==> src/logic/reset_ctl_pkg.sv <==
// constants shared by the reset and clock mode controller
// ==========================================================
// Functional notes
// RULE1 - supply-monitor reset alone restarts the block; no outside circuit needed
// RULE2 - external reset pin is active high; tied low means normal running
// RULE3 - main clock runs at crystal rate with multiplier off, eight times with it on
// RULE4 - multiplier mode never changes while running, only as part of a reset
// RULE5 - core stays in reset after every reset until the multiplier has settled
// RULE6 - power-up always selects multiplier on; no pin chooses the mode
// RULE7 - software reads mode, writes a request, then triggers an internal reset
// RULE8 - internal reset equals other resets except mode takes the software request
// RULE9 - baud ticks and square wave are derived from the main clock rate
// RULE10 - every I/O output buffer is off after reset until software enables it
// RULE11 - settling hold is a crystal-clocked counter whose length is a parameter
package reset_ctl_pkg;

  // ==========================================================
  // clock and timing
  localparam int CLK_PERIOD_NS = 5;
  // settling time of the multiplier, a plain default since none is fixed
  localparam int SETTLE_TIME_NS = 5120;
  localparam int SETTLE_CYCLES = (SETTLE_TIME_NS + CLK_PERIOD_NS - 1) / CLK_PERIOD_NS;
  localparam int SETTLE_WIDTH = 16;

  // ==========================================================
  // clock multiplier
  localparam int MULT_RATIO = 8;
  localparam logic [2:0] MULT_LAST = 3'h7;
  localparam logic [3:0] RATIO_OFF = 4'h1;
  localparam logic [3:0] RATIO_ON = 4'h8;
  localparam logic PLL_MODE_ON = 1'b1;
  localparam logic PLL_MODE_OFF = 1'b0;

  // ==========================================================
  // i/o and dividers
  localparam int GPIO_COUNT = 32;
  localparam int DIV_WIDTH = 16;
  localparam logic [31:0] GPIO_OE_RESET = 32'h0000_0000;

  typedef enum {SETTLE, RUN} phase_e;

endpackage

==> src/logic/reset_mode_ctrl.sv <==
// reset merge, clock multiplier mode and core hold controller
`timescale 1ns/1ps
module reset_mode_ctrl
  import reset_ctl_pkg::*;
#(
  parameter int SETTLE_LEN = SETTLE_CYCLES,
  parameter int CNT_WIDTH = SETTLE_WIDTH
)
(
  input wire logic clk_in,
  input wire logic reset_in,
  input wire logic ext_reset_in,
  input wire logic mode_request_write_in,
  input wire logic mode_request_in,
  input wire logic soft_reset_in,
  input wire logic gpio_oe_write_in,
  input wire logic [reset_ctl_pkg::GPIO_COUNT-1:0] gpio_oe_in,
  input wire logic [reset_ctl_pkg::DIV_WIDTH-1:0] baud_divisor_in,
  input wire logic [reset_ctl_pkg::DIV_WIDTH-1:0] tone_divisor_in,
  output logic core_reset_out,
  output logic pll_enable_out,
  output logic mode_request_out,
  output logic [3:0] clock_ratio_out,
  output logic main_tick_out,
  output logic [reset_ctl_pkg::GPIO_COUNT-1:0] gpio_oe_out,
  output logic baud_tick_out,
  output logic tone_out
);
  import reset_ctl_pkg::*;

  localparam logic [CNT_WIDTH-1:0] SETTLE_LAST = CNT_WIDTH'(SETTLE_LEN - 1);

  typedef struct packed
  {
    phase_e phase;
    logic [CNT_WIDTH-1:0] count;
    logic pll_mode;
    logic request;
    logic core_reset;
    logic [GPIO_COUNT-1:0] gpio_oe;
  } ctrl_s;

  ctrl_s state;
  ctrl_s next_state;

  logic any_reset;
  logic main_tick;
  logic baud_pulse;
  logic tone_wave;

  // ==========================================================
  // reset merge
  // the supply monitor drives reset_in, so no board circuit is needed
  assign any_reset = ext_reset_in || soft_reset_in; // RULE1

  // ==========================================================
  // next state
  always_comb
  begin
    next_state = state;
    if (ext_reset_in)
    begin
      // pin reset behaves as power-up: mode back to multiplier on
      next_state.phase = SETTLE; // RULE2
      next_state.count = '0;
      next_state.pll_mode = PLL_MODE_ON; // RULE8
      next_state.request = PLL_MODE_ON;
      next_state.core_reset = 1'b1;
      next_state.gpio_oe = GPIO_OE_RESET; // RULE10
    end
    else if (soft_reset_in)
    begin
      // the request written earlier is applied only here
      next_state.phase = SETTLE; // RULE7
      next_state.count = '0;
      next_state.pll_mode = state.request; // RULE8
      next_state.core_reset = 1'b1;
      next_state.gpio_oe = GPIO_OE_RESET; // RULE10
    end
    else
    begin
      if (mode_request_write_in)
        next_state.request = mode_request_in; // RULE7
      case (state.phase)
        SETTLE:
        begin
          // counted on the crystal clock, which is steady during the switch
          next_state.core_reset = 1'b1; // RULE5
          next_state.gpio_oe = GPIO_OE_RESET;
          if (state.count >= SETTLE_LAST) // RULE11
          begin
            next_state.phase = RUN;
            next_state.core_reset = 1'b0;
          end
          else
            next_state.count = state.count + 1'b1;
        end
        RUN:
        begin
          // mode is left untouched while the core runs
          next_state.core_reset = 1'b0; // RULE4
          if (gpio_oe_write_in)
            next_state.gpio_oe = gpio_oe_in; // RULE10
        end
        default:
        begin
          next_state.phase = SETTLE;
          next_state.count = '0;
          next_state.core_reset = 1'b1;
        end
      endcase
    end
  end

  // ==========================================================
  // state register
  always_ff @(posedge clk_in)
  begin
    if (reset_in)
    begin
      state.phase <= SETTLE;
      state.count <= '0;
      state.pll_mode <= PLL_MODE_ON; // RULE6
      state.request <= PLL_MODE_ON;
      state.core_reset <= 1'b1; // RULE1
      state.gpio_oe <= GPIO_OE_RESET; // RULE10
    end
    else
      state <= next_state;
  end

  // ==========================================================
  // derived clocks
  main_tick_gen u_main_tick
  (
    .clk_in(clk_in),
    .reset_in(reset_in),
    .pll_mode_in(state.pll_mode),
    .tick_out(main_tick)
  );

  // both dividers count main ticks, so they follow the mode
  rate_divider #(.WIDTH(DIV_WIDTH)) u_baud
  (
    .clk_in(clk_in),
    .reset_in(state.core_reset),
    .tick_in(main_tick),
    .divisor_in(baud_divisor_in),
    .pulse_out(baud_pulse),
    .wave_out()
  ); // RULE9

  rate_divider #(.WIDTH(DIV_WIDTH)) u_tone
  (
    .clk_in(clk_in),
    .reset_in(state.core_reset),
    .tick_in(main_tick),
    .divisor_in(tone_divisor_in),
    .pulse_out(),
    .wave_out(tone_wave)
  ); // RULE9

  // ==========================================================
  // outputs
  assign core_reset_out = state.core_reset;
  assign pll_enable_out = state.pll_mode;
  assign mode_request_out = state.request;
  assign clock_ratio_out = state.pll_mode ? RATIO_ON : RATIO_OFF; // RULE3
  assign main_tick_out = main_tick;
  assign gpio_oe_out = state.gpio_oe;
  assign baud_tick_out = baud_pulse;
  assign tone_out = tone_wave;
endmodule

==> src/logic/main_tick_gen.sv <==
// main clock strobe: every crystal cycle with multiplier on, every eighth with it off
`timescale 1ns/1ps
module main_tick_gen
  import reset_ctl_pkg::*;
(
  input wire logic clk_in,
  input wire logic reset_in,
  input wire logic pll_mode_in,
  output logic tick_out
);
  import reset_ctl_pkg::*;

  typedef struct packed
  {
    logic [2:0] phase;
  } tick_s;

  tick_s state;
  tick_s next_state;

  // ==========================================================
  // strobe
  always_comb
  begin
    next_state = state;
    next_state.phase = state.phase + 3'h1;
  end

  always_ff @(posedge clk_in)
  begin
    if (reset_in)
      state <= '0;
    else
      state <= next_state;
  end

  // the slow rate is one in eight so derived rates scale exactly
  assign tick_out = pll_mode_in || (state.phase == MULT_LAST); // RULE3
endmodule

==> src/logic/rate_divider.sv <==
// divides the main clock strobe into a pulse and a square wave
`timescale 1ns/1ps
module rate_divider
  import reset_ctl_pkg::*;
#(
  parameter int WIDTH = DIV_WIDTH
)
(
  input wire logic clk_in,
  input wire logic reset_in,
  input wire logic tick_in,
  input wire logic [WIDTH-1:0] divisor_in,
  output logic pulse_out,
  output logic wave_out
);
  import reset_ctl_pkg::*;

  typedef struct packed
  {
    logic [WIDTH-1:0] count;
    logic pulse;
    logic wave;
  } div_s;

  div_s state;
  div_s next_state;

  // ==========================================================
  // divider
  always_comb
  begin
    next_state = state;
    next_state.pulse = 1'b0;
    if (tick_in) // RULE9
    begin
      if (state.count >= divisor_in)
      begin
        next_state.count = '0;
        next_state.pulse = 1'b1;
        next_state.wave = !state.wave;
      end
      else
        next_state.count = state.count + 1'b1;
    end
  end

  always_ff @(posedge clk_in)
  begin
    if (reset_in)
      state <= '0;
    else
      state <= next_state;
  end

  assign pulse_out = state.pulse;
  assign wave_out = state.wave;
endmodule

==> config.mk <==
export PLATFORM = sky130hd
export DESIGN_NAME = reset_mode_ctrl
export DESIGN_NICKNAME = d
export VERILOG_FILES = /design/src/logic/reset_ctl_pkg.sv /design/src/logic/reset_mode_ctrl.sv /design/src/logic/main_tick_gen.sv /design/src/logic/rate_divider.sv
export SDC_FILE = /design/constraint.sdc
export NUM_CORES = 1
export LEC_CHECK = 0
export BUFFER_PORTS_ARGS = -buffer_cell sky130_fd_sc_hd__buf_2
export CORE_ASPECT_RATIO = 0.6
export CORE_MARGIN = 2
export CORE_UTILIZATION = 45
export CTS_CLUSTER_DIAMETER = 120
export CTS_CLUSTER_SIZE = 24
export DETAILED_ROUTE_END_ITERATION = 16
export PLACE_DENSITY = 0.69
export SLEW_MARGIN = 5
export SYNTH_ARGS = -nofsm -noshare
export SYNTH_HDL_FRONTEND = slang
export SYNTH_SLANG_ARGS = --single-unit
==> constraint.sdc <==
create_clock -name clk_in -period 3.13 [get_ports clk_in]
set_input_delay 0.626 -clock clk_in [delete_from_list [all_inputs] [get_ports clk_in]]
set_output_delay 0.626 -clock clk_in [all_outputs]
set_load 0.005 [all_outputs]
==> results.md <==
* GRT overflow at 0
* Area Overhead vs Synth at 14.7%
* Delay of the slowest critical-path stage at ~310 ps
* Vias in the first global route at between 3000 and 4000
* CTS tree: done
* Post-CTS setup buffers at 0
* Synth cell count leaders: dfxtp_1, nor2_1, ha_1
* Gr usage total at 17.0%
* Tcrit/Tclk final at 80.8%
* Synth Flop Type: dfxtp_1
* #FFs+latches synth at 89
* Min-Delay Path Class: reg2reg
* Startpoint Class: register
* Crit path launch: u_main_tick.state[0]
* Fin area at roughly 5300 µm²
* Placement Cell Area at 5050 µm²
* Setup CP Type: reg2out
* WP buf/inv at 2
* First-pass GRT wire length at around 15000 µm
* Part of the Yosys area used for sequential elements at roughly 38%
* Via Count at between 3000 and 4000
* Post_cts resized at 0
* Vias per cell at 4.86
* Buffer depth of the longest clock path at 2
* Slew HR at 39.4%
* Root buffer cell: clkbuf_16
* Min Tclk post-route at ~2500 ps
* Clk pin slew, worst setup/hold paths at approximately 60 ps
* Routing usage on met3 at under 10%
* RePlAce Congestion at roughly 0.80
* Post-Syn Area at approximately 4600 µm²
* CP arrival at about 1900 ps
* Post-synth EDFFs at 0
* WL final at between 9000 and 10000 µm
* Critical Path End Type: output pin
* Measured slew at the worst slew-check pin at 909 ps
* Fill cell count at ~920
* Reg area at ~1800 µm²
* I/O Buffers at 110
* Crit path max fanout at 9
* RSZ-0062 raised after global routing: no
* Met1 Use GR at approximately 22%
* Placed cells at approximately 710
* DRC Markers at 0
* Chip Height at between 80 and 90 µm
* Leak pwr at about 2.5 nW
* PD cells at around 420 nW/µm²
* Setup TNS at 0 ps
* H-tree depth at 3
* Post-DP HPWL at between 7000 and 8000 µm
* Die W at between 100 and 150 µm
* CP Cell Sequence: ha_1, ha_1, nor2_4, clkinv_1, buf_2
* Clock sinks at 89
* Required time of the critical path at 2500 ps
* Endpoints failing setup at 0
* Reg-to-Reg Start: u_tone.state[15]
* Crit-path leading delay family: buffers and inverters
* Hold Crit Start: u_main_tick.state[0]
* Max VDD drop at 290 µV
* Final #Nets at around 690
* Initial cell density of the core at about 47%
* Max cap viols at 0
* Drt pass-1 iters at 4
* Worst Clk Skew at around 7 ps
* Worst reg2reg path depth at 6
* Footprint of the multi-input gates at between 2000 and 2500 µm²
* DRT iter0 DRCs at 113
* Largest net degree at the start of global routing at 33
* Most used cell, CP: ha_1
* Die ar. at 11100 µm²
* Antenna cells at 0
* Hold Fails Final Rpt at 0
* WP depth at 5
* Status: completed
* Top-level I/O count at between 100 and 150
* Total power at roughly 2.2 mW
* Antenna-violating nets left at 0
* Final instance count without filler cells at 724
* GRT busiest layer: met2
* Slew Viols, Final at 0
* Core Rows at 28
* Share of layout cells above drive strength 1 at 25.0%
* Clock Latency Late Sink at between 300 and 400 ps
* Num CTS Buffers at 9
* Post-Synthesis Cells at a little over 500
* Slowest-stage cell, CP: dfxtp_1
* Wire per inst at around 13 µm
* WHS at roughly 420 ps
* Top cell type's share of synthesized area at between 30% and 40%
* Initial antenna violation count at 0
* Synth area leader: dfxtp_1
* WHS Path Cells at 1
* Max Fclk at ~400 MHz
* Post-CTS Hold Fix Bufs at 0
* Grt met2 use at between 20 and 30%
* Ys async rst share at 0%
* Yosys warnings at 0
* Top-count cell post-synth: dfxtp_1
* Core Region at between 9000 and 10000 µm²
* Synth Area per Inst at slightly above 9 µm²
* Yosys cell types at between 40 and 50
* Area contributors post-synth: dfxtp_1, ha_1, mux2i_1, buf_4, nor2_1
[final timing paths]
kind | endpoint | slack [ps]
worst min-delay path | u_main_tick.state[0] | 420
worst max register to register | u_tone.state[17] | 1040
worst min register to register | u_main_tick.state[0] | 420
worst max-delay path | main_tick_out | 600
[state kept, by name, indices dropped and copies added (netlist names)]
register and cells:
gpio_oe_out 32, state 17, u_baud.state 16, u_tone.state 16, u_main_tick.state 3, core_reset_out 1, mode_request_out 1, pll_enable_out 1
u_baud.pulse_out 1, u_tone.wave_out 1
[logic make-up (layout without fill, tap and decap cells)]
logic type | count (synthesis) | in the layout | share of synthesized area (%)
compound gates | 33 | 33 | 4.94
xor+xnor | 38 | 38 | 7.19
fa+ha+maj | 37 | 37 | 10.0
buf+inv | 86 | 166 | 10.3
flops | 89 | 89 | 38.5
mux | 34 | 34 | 7.35
other cells | 1 | 2 | 0.0810
simple gates | 190 | 190 | 21.7
[cell usage in the layout (no fill, tap or decap), types with 2 or more instances in the layout]
master	instances
conb_1	2
mux2i_1	34
nand2_1	32
a21oi_1	16
nor2_2	2
dfxtp_1	89
ha_1	37
xor2_1	22
nor3_2	2
o211ai_1	2
and4_1	6
and2_1	7
nor4_2	4
or3_1	2
nor3b_1	3
clkbuf_16	9
xnor2_1	16
inv_1	36
clkinv_2	4
buf_2	110
nand3_1	11
nor3_1	24
nor2b_1	5
and3_1	7
nor2_1	65
buf_4	4
o21ai_0	6
nand4_1	11
[area by class of cell]
cell class / instances / area share (%)
Multi-Input combinational cell: 334 / 44.8
Inverter: 37 / 2.62
Timing Repair Buffer: 114 / 10.9
Clock buffer: 11 / 4.57
Sequential cell: 89 / 33.6
Clock inverter: 4 / 0.377
Tap cell: 135 / 3.18
[power by group]
part / internal, mW / total, mW / leakage, nW / switching, mW
Combinational: 0.0702 / 0.129 / 1.60 / 0.0592
Sequential: 1.14 / 1.14 / 0.717 / 0.00345
Clock: 0.549 / 0.954 / 0.135 / 0.405
[routing by layer]
layer | up-vias | share of wire (%)
met2 | 57 | 45
li1 | 1830 | -
met5 | - | 0
met4 | 0 | 0.64
met3 | 6 | 4.3
met1 | 1629 | 50
[through the flow]
| step | util, % | setup WS (ps) |
|---|---|---|
| after global placement | 50.7 | 796 |
| final | 53.4 | 602 |
| after detailed placement | 50.7 | 678 |
| after floorplan | - | 1060 |
| after global routing | 53.4 | 520 |
| after CTS | 53.4 | 597 |
[worst register-to-register path: cells and delay by family (launching register included)]
family,cells,cell delay (ps)
compound gates,1,520
simple gates,4,760
flops,1,350
fa+ha+maj,1,320
(Power assumes the default switching activity.)
